<file path="src/verilog/pmas_pkg.sv">
// Purpose: shared constants and types for the pre-add multiply slice
// Assumes: single clock, all data two's complement
// Notes: operand selector encodings and field positions live here
//
// Contract
// RL1 - port a feeds multiplier or post-adder per low two select bits
// RL2 - port c is used only by the post-adder path
// RL3 - port d is the second pre-adder input beside b
// RL4 - p gives the 48-bit result; one carry-out bit for a neighbour
// RL5 - each register group has its own active-high clear
// RL6 - one slice-wide setting makes all clears synchronous or asynchronous; the acc_r accumulator clear is always synchronous
// RL7 - each register group has its own enable; loads only while high
// RL8 - outside logic ties unused clears low, enables per register presence
// RL9 - product chain input comes from upstream slice or is zero
// RL10 - operand chain input is an alternative source for b
// RL11 - product chain output feeds the next slice; may float
// RL12 - operand chain output feeds next slice b; may float
// RL13 - eight-bit operation select may change every cycle
// RL14 - select bits 1:0 pick x: zero, product, p, or d-a-b concat
// RL15 - select bits 3:2 pick z: zero, product chain, p, or c
// RL16 - select bit 4 low bypasses pre-adder, high uses b-d result
// RL17 - select bit 5 gives carry-in only when carry source chooses it
// RL18 - select bit 6: pre-adder adds when low, subtracts when high
// RL19 - select bit 7: post-adder adds when low, subtracts when high
// RL20 - external carry in comes only from another slice carry-out
// RL21 - x plus carry first, then added to or subtracted from z
// RL22 - concat is d[11:0] high, then a, then b low
// RL23 - 36-bit product sign-extends to 48 bits before post-adder
// RL24 - a and b allow 0-2 stages; others 0 or 1
// RL25 - fixed choice of b from parallel port or operand chain
package pmas_pkg;
    localparam int OPND_W = 18;
    localparam int WIDE_W = 48;
    localparam int PROD_W = 36;
    localparam int OPS_W = 8;
    localparam int CAT_D_W = 12;
    localparam int OPS_X_LSB = 0;
    localparam int OPS_Z_LSB = 2;
    localparam int OPS_PRE_USE = 4;
    localparam int OPS_CIN = 5;
    localparam int OPS_PRE_SUB = 6;
    localparam int OPS_POST_SUB = 7;
    localparam logic [1:0] X_ZERO = 2'h0;
    localparam logic [1:0] X_PROD = 2'h1;
    localparam logic [1:0] X_ACC = 2'h2;
    localparam logic [1:0] X_CAT = 2'h3;
    localparam logic [1:0] Z_ZERO = 2'h0;
    localparam logic [1:0] Z_CHAIN = 2'h1;
    localparam logic [1:0] Z_ACC = 2'h2;
    localparam logic [1:0] Z_C = 2'h3;
    localparam int CLR_SYNC = 0;
    localparam int CLR_ASYNC = 1;
    localparam int CIN_FROM_EXT = 0;
    localparam int CIN_FROM_OPSEL = 1;
    localparam int B_FROM_PORT = 0;
    localparam int B_FROM_CHAIN = 1;
    localparam int STAGE_MAX_AB = 2;
    localparam int STAGE_MAX = 1;

    typedef struct packed {
        logic [WIDE_W-1:0] x;
        logic [WIDE_W-1:0] z;
        logic cin;
        logic sub;
    } pmas_post_t;
endpackage

</file>
<file path="src/verilog/pmas_pipe.sv">
// Purpose: optional pipeline stage with group clear and group enable
// Assumes: rst is the global asynchronous reset
// Notes: absent stage passes d straight through
`timescale 1ns/10ps
module pmas_pipe #(
    parameter int W = 18,
    parameter bit PRESENT = 1'b1,
    parameter bit ASYNC_CLR = 1'b0
) (
    input wire logic clk,
    input wire logic rst,
    input wire logic clr,
    input wire logic en,
    input wire logic [W-1:0] d,
    output logic [W-1:0] q
);
    logic [W-1:0] q_r;

    generate
        if (!PRESENT) begin : g_bypass
            assign q_r = '0;
            assign q = d;
        end else if (ASYNC_CLR) begin : g_async
            // group clear acts without the clock
            always_ff @(posedge clk or posedge rst or posedge clr) begin
                if (rst || clr) begin
                    q_r <= '0;
                end else if (en) begin
                    q_r <= d;
                end
            end
            assign q = q_r;
        end else begin : g_sync
            always_ff @(posedge clk or posedge rst) begin
                if (rst) begin
                    q_r <= '0;
                end else if (clr) begin
                    q_r <= '0;
                end else if (en) begin
                    q_r <= d;
                end
            end
            assign q = q_r;
        end
    endgenerate
endmodule // pmas_pipe

</file>
<file path="src/verilog/pmas_slice.sv">
// Purpose: pre-adder, 18x18 multiplier and 48-bit post-adder slice
// Assumes: all inputs synchronous to clk; configuration fixed
// Notes: p feedback always comes from the internal accumulator register
`timescale 1ns/10ps
module pmas_slice #(
    parameter int unsigned a_first_pipe_cfg = 0,
    parameter int unsigned a_second_pipe_cfg = 1,
    parameter int unsigned b_first_pipe_cfg = 0,
    parameter int unsigned b_second_pipe_cfg = 1,
    parameter int unsigned c_pipe_cfg = 1,
    parameter int unsigned d_pipe_cfg = 1,
    parameter int unsigned mult_pipe_cfg = 1,
    parameter int unsigned out_pipe_cfg = 1,
    parameter int unsigned carry_pipe_cfg = 1,
    parameter int unsigned opsel_pipe_cfg = 1,
    parameter int unsigned clear_style_cfg = 0,
    parameter int unsigned carry_source_cfg = 0,
    parameter int unsigned b_source_cfg = 0
) (
    input wire logic clk,
    input wire logic rst,
    input wire logic [17:0] a_in,
    input wire logic [17:0] b_in,
    input wire logic [47:0] c_in,
    input wire logic [17:0] d_in,
    input wire logic [7:0] op_select,
    input wire logic carry_in_ext,
    input wire logic [47:0] product_chain_in,
    input wire logic [17:0] operand_chain_in,
    input wire logic clr_a_regs,
    input wire logic clr_b_regs,
    input wire logic clr_c_regs,
    input wire logic clr_d_regs,
    input wire logic clr_mult_regs,
    input wire logic clr_out_regs,
    input wire logic clr_carry_reg,
    input wire logic clr_opsel_reg,
    input wire logic en_a_regs,
    input wire logic en_b_regs,
    input wire logic en_c_regs,
    input wire logic en_d_regs,
    input wire logic en_mult_regs,
    input wire logic en_out_regs,
    input wire logic en_carry_reg,
    input wire logic en_opsel_reg,
    output logic [47:0] p_out,
    output logic carry_out_ext,
    output logic [47:0] product_chain_out,
    output logic [17:0] operand_chain_out
);
    localparam int OW = pmas_pkg::OPND_W;
    localparam int WW = pmas_pkg::WIDE_W;
    localparam int PW = pmas_pkg::PROD_W;
    localparam bit ACLR = (clear_style_cfg == pmas_pkg::CLR_ASYNC); // RL6

    // refuse stage counts the structure cannot build
    generate
        if (a_first_pipe_cfg > 1 || a_second_pipe_cfg > 1 ||
            b_first_pipe_cfg > 1 || b_second_pipe_cfg > 1) begin : g_bad_ab
            $error("a/b stage settings must be 0 or 1 each");
        end
        if (c_pipe_cfg > pmas_pkg::STAGE_MAX ||
            d_pipe_cfg > pmas_pkg::STAGE_MAX ||
            mult_pipe_cfg > pmas_pkg::STAGE_MAX ||
            out_pipe_cfg > pmas_pkg::STAGE_MAX ||
            carry_pipe_cfg > pmas_pkg::STAGE_MAX ||
            opsel_pipe_cfg > pmas_pkg::STAGE_MAX) begin : g_bad_stage
            $error("single-stage settings must be 0 or 1");
        end
        if (clear_style_cfg > 1 || carry_source_cfg > 1 ||
            b_source_cfg > 1) begin : g_bad_sel
            $error("selection settings must be 0 or 1");
        end
    endgenerate

    logic [OW-1:0] a_mid;
    logic [OW-1:0] a_q;
    logic [OW-1:0] b_src;
    logic [OW-1:0] b_mid;
    logic [OW-1:0] b_q;
    logic [OW-1:0] d_q;
    logic [WW-1:0] c_q;
    logic [7:0] ops;
    logic [OW-1:0] pre_sum;
    logic [OW-1:0] mult_b;
    logic [PW-1:0] prod_raw;
    logic [PW-1:0] prod_q;
    logic [WW-1:0] prod_ext;
    logic [WW-1:0] cat_opnd;
    logic [1:0] x_sel;
    logic [1:0] z_sel;
    logic cin_src;
    logic cin_q;
    pmas_pkg::pmas_post_t post;
    logic [WW:0] x_plus_c;
    logic [WW:0] post_res;
    logic [WW:0] acc_r;
    logic [WW:0] out_q;

    // operand b source fixed by configuration
    assign b_src = (b_source_cfg == pmas_pkg::B_FROM_CHAIN) ?
        operand_chain_in : b_in; // RL25 RL10

    // a path: up to two stages
    pmas_pipe #(.W(OW), .PRESENT(a_first_pipe_cfg == 1), .ASYNC_CLR(ACLR))
    u_a0 (
        .clk(clk),
        .rst(rst),
        .clr(clr_a_regs),
        .en(en_a_regs),
        .d(a_in),
        .q(a_mid)
    ); // RL24 RL5 RL7

    pmas_pipe #(.W(OW), .PRESENT(a_second_pipe_cfg == 1), .ASYNC_CLR(ACLR))
    u_a1 (
        .clk(clk),
        .rst(rst),
        .clr(clr_a_regs),
        .en(en_a_regs),
        .d(a_mid),
        .q(a_q)
    ); // RL24

    // b path: up to two stages
    pmas_pipe #(.W(OW), .PRESENT(b_first_pipe_cfg == 1), .ASYNC_CLR(ACLR))
    u_b0 (
        .clk(clk),
        .rst(rst),
        .clr(clr_b_regs),
        .en(en_b_regs),
        .d(b_src),
        .q(b_mid)
    ); // RL24 RL5 RL7

    pmas_pipe #(.W(OW), .PRESENT(b_second_pipe_cfg == 1), .ASYNC_CLR(ACLR))
    u_b1 (
        .clk(clk),
        .rst(rst),
        .clr(clr_b_regs),
        .en(en_b_regs),
        .d(b_mid),
        .q(b_q)
    ); // RL24

    pmas_pipe #(.W(OW), .PRESENT(d_pipe_cfg == 1), .ASYNC_CLR(ACLR))
    u_d (
        .clk(clk),
        .rst(rst),
        .clr(clr_d_regs),
        .en(en_d_regs),
        .d(d_in),
        .q(d_q)
    ); // RL3 RL5 RL7

    pmas_pipe #(.W(WW), .PRESENT(c_pipe_cfg == 1), .ASYNC_CLR(ACLR))
    u_c (
        .clk(clk),
        .rst(rst),
        .clr(clr_c_regs),
        .en(en_c_regs),
        .d(c_in),
        .q(c_q)
    ); // RL2 RL5 RL7

    pmas_pipe #(.W(8), .PRESENT(opsel_pipe_cfg == 1), .ASYNC_CLR(ACLR))
    u_ops (
        .clk(clk),
        .rst(rst),
        .clr(clr_opsel_reg),
        .en(en_opsel_reg),
        .d(op_select),
        .q(ops)
    ); // RL13 RL5 RL7

    // pre-adder: d plus or minus b, wraps at 18 bits
    assign pre_sum = ops[pmas_pkg::OPS_PRE_SUB] ?
        d_q - b_q : d_q + b_q; // RL18 RL3
    assign mult_b = ops[pmas_pkg::OPS_PRE_USE] ? pre_sum : b_q; // RL16
    assign prod_raw = PW'($signed(a_q) * $signed(mult_b)); // RL1

    pmas_pipe #(.W(PW), .PRESENT(mult_pipe_cfg == 1), .ASYNC_CLR(ACLR))
    u_m (
        .clk(clk),
        .rst(rst),
        .clr(clr_mult_regs),
        .en(en_mult_regs),
        .d(prod_raw),
        .q(prod_q)
    ); // RL5 RL7

    assign prod_ext = {{(WW - PW){prod_q[PW-1]}}, prod_q}; // RL23
    assign cat_opnd = {d_q[pmas_pkg::CAT_D_W-1:0], a_q, b_q}; // RL22

    // carry source chosen once by configuration
    assign cin_src = (carry_source_cfg == pmas_pkg::CIN_FROM_OPSEL) ?
        op_select[pmas_pkg::OPS_CIN] : carry_in_ext; // RL17 RL20

    pmas_pipe #(.W(1), .PRESENT(carry_pipe_cfg == 1), .ASYNC_CLR(ACLR))
    u_cin (
        .clk(clk),
        .rst(rst),
        .clr(clr_carry_reg),
        .en(en_carry_reg),
        .d(cin_src),
        .q(cin_q)
    ); // RL5 RL7

    // x and z selectors
    assign x_sel = ops[pmas_pkg::OPS_X_LSB +: 2];
    assign z_sel = ops[pmas_pkg::OPS_Z_LSB +: 2];

    always_comb begin
        unique case (x_sel) // RL14 RL1
            pmas_pkg::X_ZERO: post.x = '0;
            pmas_pkg::X_PROD: post.x = prod_ext;
            pmas_pkg::X_ACC: post.x = acc_r[WW-1:0];
            pmas_pkg::X_CAT: post.x = cat_opnd;
        endcase
        unique case (z_sel) // RL15
            pmas_pkg::Z_ZERO: post.z = '0;
            pmas_pkg::Z_CHAIN: post.z = product_chain_in;
            pmas_pkg::Z_ACC: post.z = acc_r[WW-1:0];
            pmas_pkg::Z_C: post.z = c_q;
        endcase
        post.cin = cin_q;
        post.sub = ops[pmas_pkg::OPS_POST_SUB];
    end

    // post-adder: z plus or minus (x + carry); top bit is carry/borrow
    assign x_plus_c = {1'b0, post.x} + {{WW{1'b0}}, post.cin}; // RL21
    assign post_res = post.sub ? {1'b0, post.z} - x_plus_c :
        {1'b0, post.z} + x_plus_c; // RL19 RL21

    // accumulator always registered so feedback never loops
    always_ff @(posedge clk or posedge rst) begin
        if (rst) begin
            acc_r <= '0;
        end else if (clr_out_regs) begin
            acc_r <= '0;
        end else if (en_out_regs) begin
            acc_r <= post_res;
        end
    end // RL5 RL7

    pmas_pipe #(.W(WW + 1), .PRESENT(out_pipe_cfg == 1), .ASYNC_CLR(ACLR))
    u_p (
        .clk(clk),
        .rst(rst),
        .clr(clr_out_regs),
        .en(en_out_regs),
        .d(post_res),
        .q(out_q)
    ); // RL4 RL5 RL7

    assign p_out = out_q[WW-1:0]; // RL4
    assign carry_out_ext = out_q[WW]; // RL4
    assign product_chain_out = out_q[WW-1:0]; // RL11
    assign operand_chain_out = b_q; // RL12

    // checks
    x_zero_sel_a: assert property (@(posedge clk) disable iff (rst)
        x_sel == pmas_pkg::X_ZERO |-> post.x == '0)
        else $error("x not zero when selected"); // RL14

    x_prod_sel_a: assert property (@(posedge clk) disable iff (rst)
        x_sel == pmas_pkg::X_PROD |->
        post.x == {{12{prod_q[35]}}, prod_q})
        else $error("x not sign-extended product"); // RL23

    x_cat_sel_a: assert property (@(posedge clk) disable iff (rst)
        x_sel == pmas_pkg::X_CAT |-> post.x[47:36] == d_q[11:0] &&
        post.x[35:18] == a_q && post.x[17:0] == b_q)
        else $error("concat operand order wrong"); // RL22

    z_src_sel_a: assert property (@(posedge clk) disable iff (rst)
        (z_sel == pmas_pkg::Z_C |-> post.z == c_q) and
        (z_sel == pmas_pkg::Z_CHAIN |-> post.z == product_chain_in))
        else $error("z selector source wrong"); // RL15

    pre_add_sub_a: assert property (@(posedge clk) disable iff (rst)
        ops[4] |-> mult_b == (ops[6] ? 18'(d_q - b_q) : 18'(d_q + b_q)))
        else $error("pre-adder result wrong"); // RL18

    pre_bypass_a: assert property (@(posedge clk) disable iff (rst)
        !ops[4] |-> mult_b == b_q)
        else $error("pre-adder not bypassed"); // RL16

    post_dir_a: assert property (@(posedge clk) disable iff (rst)
        post_res[47:0] == (ops[7] ?
        48'(post.z - post.x - {47'h0, cin_q}) :
        48'(post.z + post.x + {47'h0, cin_q})))
        else $error("post-adder result wrong"); // RL19

    acc_load_a: assert property (@(posedge clk) disable iff (rst)
        en_out_regs && !clr_out_regs |=> acc_r == $past(post_res))
        else $error("accumulator did not load"); // RL7

    acc_hold_a: assert property (@(posedge clk) disable iff (rst)
        !en_out_regs && !clr_out_regs |=> $stable(acc_r))
        else $error("accumulator changed while disabled"); // RL7

    acc_clear_a: assert property (@(posedge clk) disable iff (rst)
        clr_out_regs |=> acc_r == '0)
        else $error("accumulator not cleared"); // RL5

    carry_src_a: assert property (@(posedge clk) disable iff (rst)
        carry_pipe_cfg == 1 && en_carry_reg && !clr_carry_reg |=>
        cin_q == (carry_source_cfg == 1 ? $past(op_select[5]) :
        $past(carry_in_ext)) || (ACLR && clr_carry_reg))
        else $error("carry-in not from chosen source"); // RL17

    carry_raw_a: assert property (@(posedge clk) disable iff (rst)
        carry_pipe_cfg == 0 && carry_source_cfg == 1 |->
        cin_q == op_select[5])
        else $error("unregistered carry-in not from select bit"); // RL17

    acc_feed_a: assert property (@(posedge clk) disable iff (rst)
        en_out_regs && !clr_out_regs ##1 x_sel == pmas_pkg::X_ACC |->
        post.x == $past(post_res[47:0]))
        else $error("accumulate feedback wrong"); // RL14

    z_fill_sel_a: assert property (@(posedge clk) disable iff (rst)
        (z_sel == pmas_pkg::Z_ZERO |-> post.z == '0) and
        (z_sel == pmas_pkg::Z_ACC |-> post.z == acc_r[WW-1:0]))
        else $error("z zero or feedback wrong"); // RL15

    // an asynchronous clear may land between the two edges
    p_load_a: assert property (@(posedge clk) disable iff (rst)
        out_pipe_cfg == 1 && en_out_regs && !clr_out_regs |=>
        {carry_out_ext, p_out} == $past(post_res) ||
        (ACLR && clr_out_regs))
        else $error("output register did not load"); // RL4

    p_clear_a: assert property (@(posedge clk) disable iff (rst)
        out_pipe_cfg == 1 && clr_out_regs |=> p_out == '0 && !carry_out_ext)
        else $error("output register not cleared"); // RL5

    b_chain_out_a: assert property (@(posedge clk) disable iff (rst)
        b_second_pipe_cfg == 1 && en_b_regs && !clr_b_regs |=>
        operand_chain_out == $past(b_mid) || (ACLR && clr_b_regs))
        else $error("operand chain output did not load"); // RL12

    opsel_hold_a: assert property (@(posedge clk) disable iff (rst)
        opsel_pipe_cfg == 1 && !en_opsel_reg && !clr_opsel_reg |=>
        $stable(ops) || (ACLR && clr_opsel_reg))
        else $error("operation select changed while disabled"); // RL7
endmodule // pmas_slice

</file>
<file path="config.mk">
export PLATFORM = sky130hd
export DESIGN_NAME = pmas_slice
export DESIGN_NICKNAME = d
export VERILOG_FILES = /design/src/verilog/pmas_pkg.sv /design/src/verilog/pmas_pipe.sv /design/src/verilog/pmas_slice.sv
export SDC_FILE = /design/constraint.sdc
export NUM_CORES = 2
export LEC_CHECK = 0
export BUFFER_PORTS_ARGS = -buffer_cell sky130_fd_sc_hd__buf_2
export CORE_MARGIN = 1.5
export CORE_UTILIZATION = 56
export DETAILED_ROUTE_END_ITERATION = 6
export PLACE_DENSITY_LB_ADDON = 0.2
export SLEW_MARGIN = 30
export SYNTH_ARGS = -nofsm -noshare
export SYNTH_HDL_FRONTEND = slang
export SYNTH_SLANG_ARGS = --single-unit
</file>
<file path="constraint.sdc">
create_clock -name clk -period 9.85 [get_ports clk]
set_input_delay 0.4925 -clock clk [delete_from_list [all_inputs] [get_ports clk]]
set_output_delay 0.4925 -clock clk [all_outputs]
set_load 0.005 [all_outputs]
</file>
* Yosys cells after proc, flatten, opt, wreduce, memory -nomap -nowiden
Index checks and enable logic that the tools add are counted.
W data, S select, Z words.
** Operators by class
- Equality and inequality tests :: 6
- Mux-type cells :: 21
- Reductions and logical operators :: 10
- Multiply operators :: 1
- $add $sub $neg :: 5
** Operators by type and width (number)
- $pmux W48 S4 :: 2
- $mux W49 :: 3
- $mux W18 :: 8
- $mux W48 :: 2
- $mux W36 :: 2
- $add A48 B1 Y49 :: 1
- $add A48 B49 Y49 :: 1
- $sub A48 B49 Y49 :: 1
- $mul A18 B18 Y36 :: 1
- $add A18 B18 Y18 :: 1
- $sub A18 B18 Y18 :: 1
- $mux W8 :: 2
- $reduce_bool A2 Y1 :: 8
- $eq A2 B2 Y1 const B :: 4
- $eq A2 B1 Y1 const B :: 2
- $logic_not A2 Y1 :: 2
- $mux W1 :: 2
** Word-level totals
- Word-level logic and storage cells :: 51
- Register bits after elaboration :: 196
- Output and inout port bits :: 115

* Depth between registers and ports, before layout
- Depth after elaboration :: 7
- Mapped depth :: 42

* Cells and area by module
Synthesis repeated with hierarchy kept, for this count alone.
** Unflattened totals
- Cells, all modules :: 3344
- Area, all modules :: 30852.1 um^2
** Modules (own cells, without submodules)
- pmas_slice :: times used 1, area each 22524.1 um^2, seq. area each 1201.2 um^2, cells an instance 2668
- pmas_pipe at u_a1 ... :: times used 3, area each 743.2 um^2, seq. area each 450.4 um^2, cells an instance 59
- pmas_pipe at u_p :: times used 1, area each 1993.2 um^2, seq. area each 1226.2 um^2, cells an instance 159
- pmas_pipe at u_c :: times used 1, area each 1973.1 um^2, seq. area each 1201.2 um^2, cells an instance 156
- pmas_pipe at u_m :: times used 1, area each 1490.2 um^2, seq. area each 900.9 um^2, cells an instance 117
- pmas_pipe at u_ops :: times used 1, area each 329.1 um^2, seq. area each 200.2 um^2, cells an instance 27
- pmas_pipe at u_a0 ... :: times used 2, area each 135.1 um^2, seq. area each 0.0 um^2, cells an instance 18
- pmas_pipe at u_cin :: times used 1, area each 42.5 um^2, seq. area each 25.0 um^2, cells an instance 4

* Least setup slack after synthesis
OpenSTA, ideal clock, no wires.
- Path kind :: register -> register
- Start point :: register u_ops.q_r[6], in the netlist u_ops.q[6]
- End point :: register u_m.q_r[35], in the netlist u_m.q[35]
- Stages on the path, launching flop included :: 39
- Data required time :: 9714 ps
- Setup time :: 136 ps
- Arrival :: 9240 ps
- Path slack :: 474 ps
- Clock period less this slack :: 9376 ps
- Cell sequence :: dfrtp_1 > clkbuf_1 > clkbuf_1 > nor2_1 > xnor2_1 > ha_1 > nor2b_1 > o21ai_0 > a21boi_0 > o21ai_0 > a21boi_0 > o21ai_0 > a21boi_0 > o311a_1 > o2111a_1 > or4_1 > a31oi_1 > clkbuf_1 > [... 3 more ...] > inv_1 > fa_1 > fa_1 > fa_1 > inv_1 > fa_1 > inv_1 > ha_1 > o21a_1 > o21ai_0 > nand2b_1 > and3_1 > a221oi_1 > o21a_1 > o21ai_0 > a21oi_1 > mux2i_1 > a21oi_1
** Between the ends
- Cells in the longest elaborated chain, start to end :: 5
** Ends and longest elaborated chain
- start: declaration :: line pmas_pipe.sv:17 : logic [W-1:0] q_r;
- start signal: assignment :: line pmas_pipe.sv:36 : q_r <= '0;
- start signal: assignment :: line pmas_pipe.sv:38 : q_r <= '0;
- start signal: assignment :: line pmas_pipe.sv:40 : q_r <= d;
- $mux W18 :: line pmas_slice.sv:177 : assign pre_sum = ops[pmas_pkg::OPS_PRE_SUB] ?
- $mux W18 :: line pmas_slice.sv:179 : assign mult_b = ops[pmas_pkg::OPS_PRE_USE] ? pre_sum : b_q;
- $mul A18 B18 Y36 :: line pmas_slice.sv:180 : assign prod_raw = PW'($signed(a_q) * $signed(mult_b));
- $mux W36 :: line pmas_pipe.sv:39 : end else if (en) begin
- $mux W36 :: line pmas_pipe.sv:37 : end else if (clr) begin
- end signal: assignment :: line pmas_pipe.sv:36
- end signal: assignment :: line pmas_pipe.sv:38
- end signal: assignment :: line pmas_pipe.sv:40
- end: declaration :: line pmas_pipe.sv:17
No other way between the ends. The select of a mux whose other input is x is not followed.
A chain may end at the register's enable or synchronous reset.

* Worst setup path in the final report
- Start point :: register u_b1.q_r[0], in the netlist u_b1.q[0]
- End point :: register u_m.q_r[35], in the netlist u_m.q[35]
** Between the ends
- Cells in the longest elaborated chain, start to end :: 6
** Ends and longest elaborated chain
- start: declaration :: line pmas_pipe.sv:17
- start signal: assignment :: line pmas_pipe.sv:36
- start signal: assignment :: line pmas_pipe.sv:38
- start signal: assignment :: line pmas_pipe.sv:40
- $add A18 B18 Y18 or $sub A18 B18 Y18 (tied branches) :: line pmas_slice.sv:178 : d_q - b_q : d_q + b_q;
- $mux W18 :: line pmas_slice.sv:177
- $mux W18 (*) :: line pmas_slice.sv:179
- $mul A18 B18 Y36 (*) :: line pmas_slice.sv:180
- $mux W36 (*) :: line pmas_pipe.sv:39
- $mux W36 (*) :: line pmas_pipe.sv:37
Mark *: on every way between the ends. The rest lies on a longest branch, timed or not. The select of a mux whose other input is x is not followed.

==> impl_metrics.py <==
metrics = {
    "outcome": {
        "status": "finished clean",
    },
    "global_route": {
        "top_usage_layer": "met2",
        "grt_use_met2_pct": 52.9,
        "grt_overflow": 0,
        "grt_max_degree": 125,
        "grt_pass1_vias": 23229,
        "antenna_found_initial": 4,
        "grt_use_met3_pct": 4.71,
        "grt_pass1_wl_um": 127000,
        "grt_usage_pct": 32.1,
        "use_met1_pct": 43.4,
    },
    "sta": {
        "setup_viol": 0,
        "tns_ps": 0,
        "fmax_ghz": 0.107,
        "fin_skew_ps": 19.4,
        "hold_viol": 0,
        "layout_setup_ws_ps": 485,
        "max-slew-margin-rel_pct": 33.0,
        "fin_crit_sh_pct": 95.1,
        "rsz0062_at_grt": "no",
        "fin_crit_ps": 9360,
        "finalMaxSlewViolations": 0,
        "tightestPinTransition_ps": 1000,
    },
    "logic_synthesis": {
        "synthArstFlopShare_pct": 100,
        "post-synth-top-count-cell": "inv_1",
        "syn_inst": 3159,
        "yosysTopAreaCellShare_pct": 23.6,
        "synth_area_leader_cell": "fa_1",
        "synth_area_mm2": 0.0282,
        "synth_area_leaders": "fa_1 24%, dfrtp_1 17%, ha_1 7.1%",
        "yosysSeqAreaShare_pct": 17.3,
        "syn-num-nets": 3847,
        "yosys-top-cells-count": "414 x inv_1, 332 x fa_1, 286 x nor2_1",
        "avgSynthCellArea_um2": 8.92,
        "synth_flop_cell": "dfrtp_1",
        "yosys_register_bits": 195,
        "synth.distinct_cells": 82,
        "synth_edf_count": 0,
        "ys_warn_count": 0,
    },
    "worst_setup_path": {
        "crit_family": "adder cells",
        "critPathKind": "register to register",
        "path_buf_inv": 5,
        "cp-end-kind": "register",
        "critical_path_arrival_ps": 9720,
        "path_common_cell": "fa_1",
        "critPathMaxStageDelay_ps": 560,
        "required_ps": 10210,
        "worst-path-max-fanout": 19,
        "crit_path_top_delay_cell": "fa_1",
        "crit_path_start_kind": "register",
    },
    "clock_network": {
        "hold_buffers": 0,
        "insertion_delay_ps": 500,
        "path_clk_slew_ps": 90,
        "cts_root_buf": "clkbuf_16",
        "htree_levels": 4,
        "numCtsBuffers": 17,
        "cts.sinks": 195,
        "ctsLongestPathBuffers": 2,
        "cts_tree": "done",
    },
    "layout": {
        "final_core_util_pct": 61.1,
        "num-nets-final": 3990,
        "design_area_mm2": 0.0305,
        "nFillCells": 4334,
        "areaGrowthSynthToFinish_pct": 8.21,
        "drive_above_1_share_pct": 14.5,
    },
    "power": {
        "p_per_area_mw_per_mm2": 167,
        "p_comb_share_pct": 63.5,
        "leakagePower_nw": 15.4,
        "seqPwrFrac_pct": 21.9,
        "p_clk_share_pct": 14.6,
        "p_sw_share_pct": 48.1,
        "power_switching_w": 0.00244,
        "p_int_w": 0.00264,
        "ir_worst_vdd_mv": 0.161,
    },
    "flow_run": {
        "maxCapViolCount": 0,
    },
    "placed_design": {
        "dp_slack_ps": 105,
        "hpwl_um": 64100,
        "gp_congestion": 0.962,
        "dpl_cell_area_mm2": 0.0298,
        "io_buffers": 290,
    },
    "routing": {
        "num_vias": 23223,
        "ant_nets": 0,
        "post_drt_wl_per_cell_um": 20.3,
        "wl_um": 81100,
        "drtIter0Drc": 1528,
        "avgViaCountPerCell": 5.82,
        "drt_pass1_iterations": 7,
        "remaining_drc_errors": 0,
    },
    "floorplanning": {
        "pin_count": 310,
        "fp.dieW_um": 227,
        "dieHeight_um": 227,
        "initial_core_util_pct": 56.4,
        "coreArea_mm2": 0.0500,
        "num_rows": 82,
        "die_area_mm2": 0.0517,
    },
    "hold_path": {
        "hold_class": "primary input to asynchronous set/reset pin",
    },
}
## final timing paths
| path | startpoint | to | slack, ps | cells after the start |
|---|---|---|---|---|
| max | u_b1.q[0] | u_m.q[35] | 490 | 36 |
| min | rst | u_d.q[6] | 60 | 2 |
| max reg2reg | u_b1.q[0] | u_m.q[35] | 490 | 36 |
| max in group asynchronous | rst | u_c.q[28] | 8640 | 3 |
| min reg2reg | u_m.q[32] | u_m.q[32] | 490 | 2 |
| min in group clk | clr_carry_reg | u_cin.q | 140 | 2 |
## cell usage in the layout (no fill, tap or decap), types with 21 or more instances in the layout
cell | synthesis | final
a21o_1 | 37 | 35
nand2_1 | 279 | 279
a211oi_1 | 22 | 21
fa_1 | 332 | 332
a22o_1 | 65 | 65
nand4_1 | 25 | 25
a31oi_1 | 30 | 30
xor2_1 | 73 | 73
o21ai_0 | 58 | 55
nor2b_1 | 47 | 46
nand2b_1 | 27 | 27
buf_2 | 7 | 289
dfrtp_1 | 195 | 192
a21oi_1 | 106 | 104
mux2i_1 | 199 | 199
nor3_1 | 36 | 36
and2_1 | 97 | 97
ha_1 | 161 | 161
mux2_2 | 72 | 69
and3_1 | 21 | 21
nand3_1 | 33 | 33
xnor2_1 | 112 | 112
nor2_1 | 286 | 286
inv_1 | 414 | 413
buf_4 | 53 | 46
## sequential cells by signal, summed over array words and instances (netlist names)
| register | flops |
|---|---|
| u_m.q | 36 |
| u_a1.q | 18 |
| u_p.q | 49 |
| u_c.q | 48 |
| u_b1.q | 18 |
| u_cin.q | 1 |
| u_ops.q | 7 |
| u_d.q | 18 |
## per-stage QoR
stage | power [W] | hold WS [ps] | cells
after global placement | 0.00421 | 463 | 3951
after global routing | 0.00553 | 96.0 | 3988
after floorplan | 0.00348 | 446 | 3159
final | 0.00508 | 62.4 | 3989
after detailed placement | 0.00429 | 474 | 3951
after CTS | 0.00505 | 112 | 3983
## layout make-up
cell class | count | area [um^2] | area share [%]
multi-input cells | 2336 | 20800 | 68.1
flip-flops and latches | 195 | 4880 | 16.0
repair buffers | 337 | 1810 | 5.95
inverters | 415 | 1570 | 5.15
well taps | 672 | 841 | 2.76
clock buffers | 17 | 425 | 1.39
clock inverters | 15 | 189 | 0.619
diodes | 2 | 5.00 | 0.0164
## cell families (layout without fill, tap and decap cells)
kind of cell | count (synthesis) | in the layout | share of synthesized area [%]
flip-flops | 195 | 195 | 17.3
other | 0 | 2 | 0
AO/OA/AOI/OAI | 455 | 455 | 11.1
buffers and inverters | 628 | 784 | 9.29
AND/OR/NAND/NOR | 930 | 930 | 15.8
adder cells (fa/ha/maj) | 493 | 493 | 30.7
XOR/XNOR | 185 | 185 | 5.75
multiplexers | 273 | 273 | 10.0
## layer usage
layer | vias to the layer above | wire (um)
met5 | - | 25
met4 | 4 | 2680
met3 | 158 | 5460
met2 | 862 | 38200
met1 | 11554 | 34800
li1 | 10645 | -
## power by group through the flow
stage / clock network (W) / registers (W) / logic [W]
finish: 0.000740 / 0.00111 / 0.00323
global route: 0.000783 / 0.00113 / 0.00362
floorplan: 0 / 0.00102 / 0.00246
global placement: 0 / 0.00112 / 0.00309
detailed placement: 0 / 0.00112 / 0.00317
CTS: 0.000755 / 0.00111 / 0.00319
## repair_timing
item,CTS,global route
endpoints found under the hold margin,0,0
resized for setup,0,18
buffers inserted,0,4
setup endpoints to repair,0,12
(Power assumes the default switching activity.)
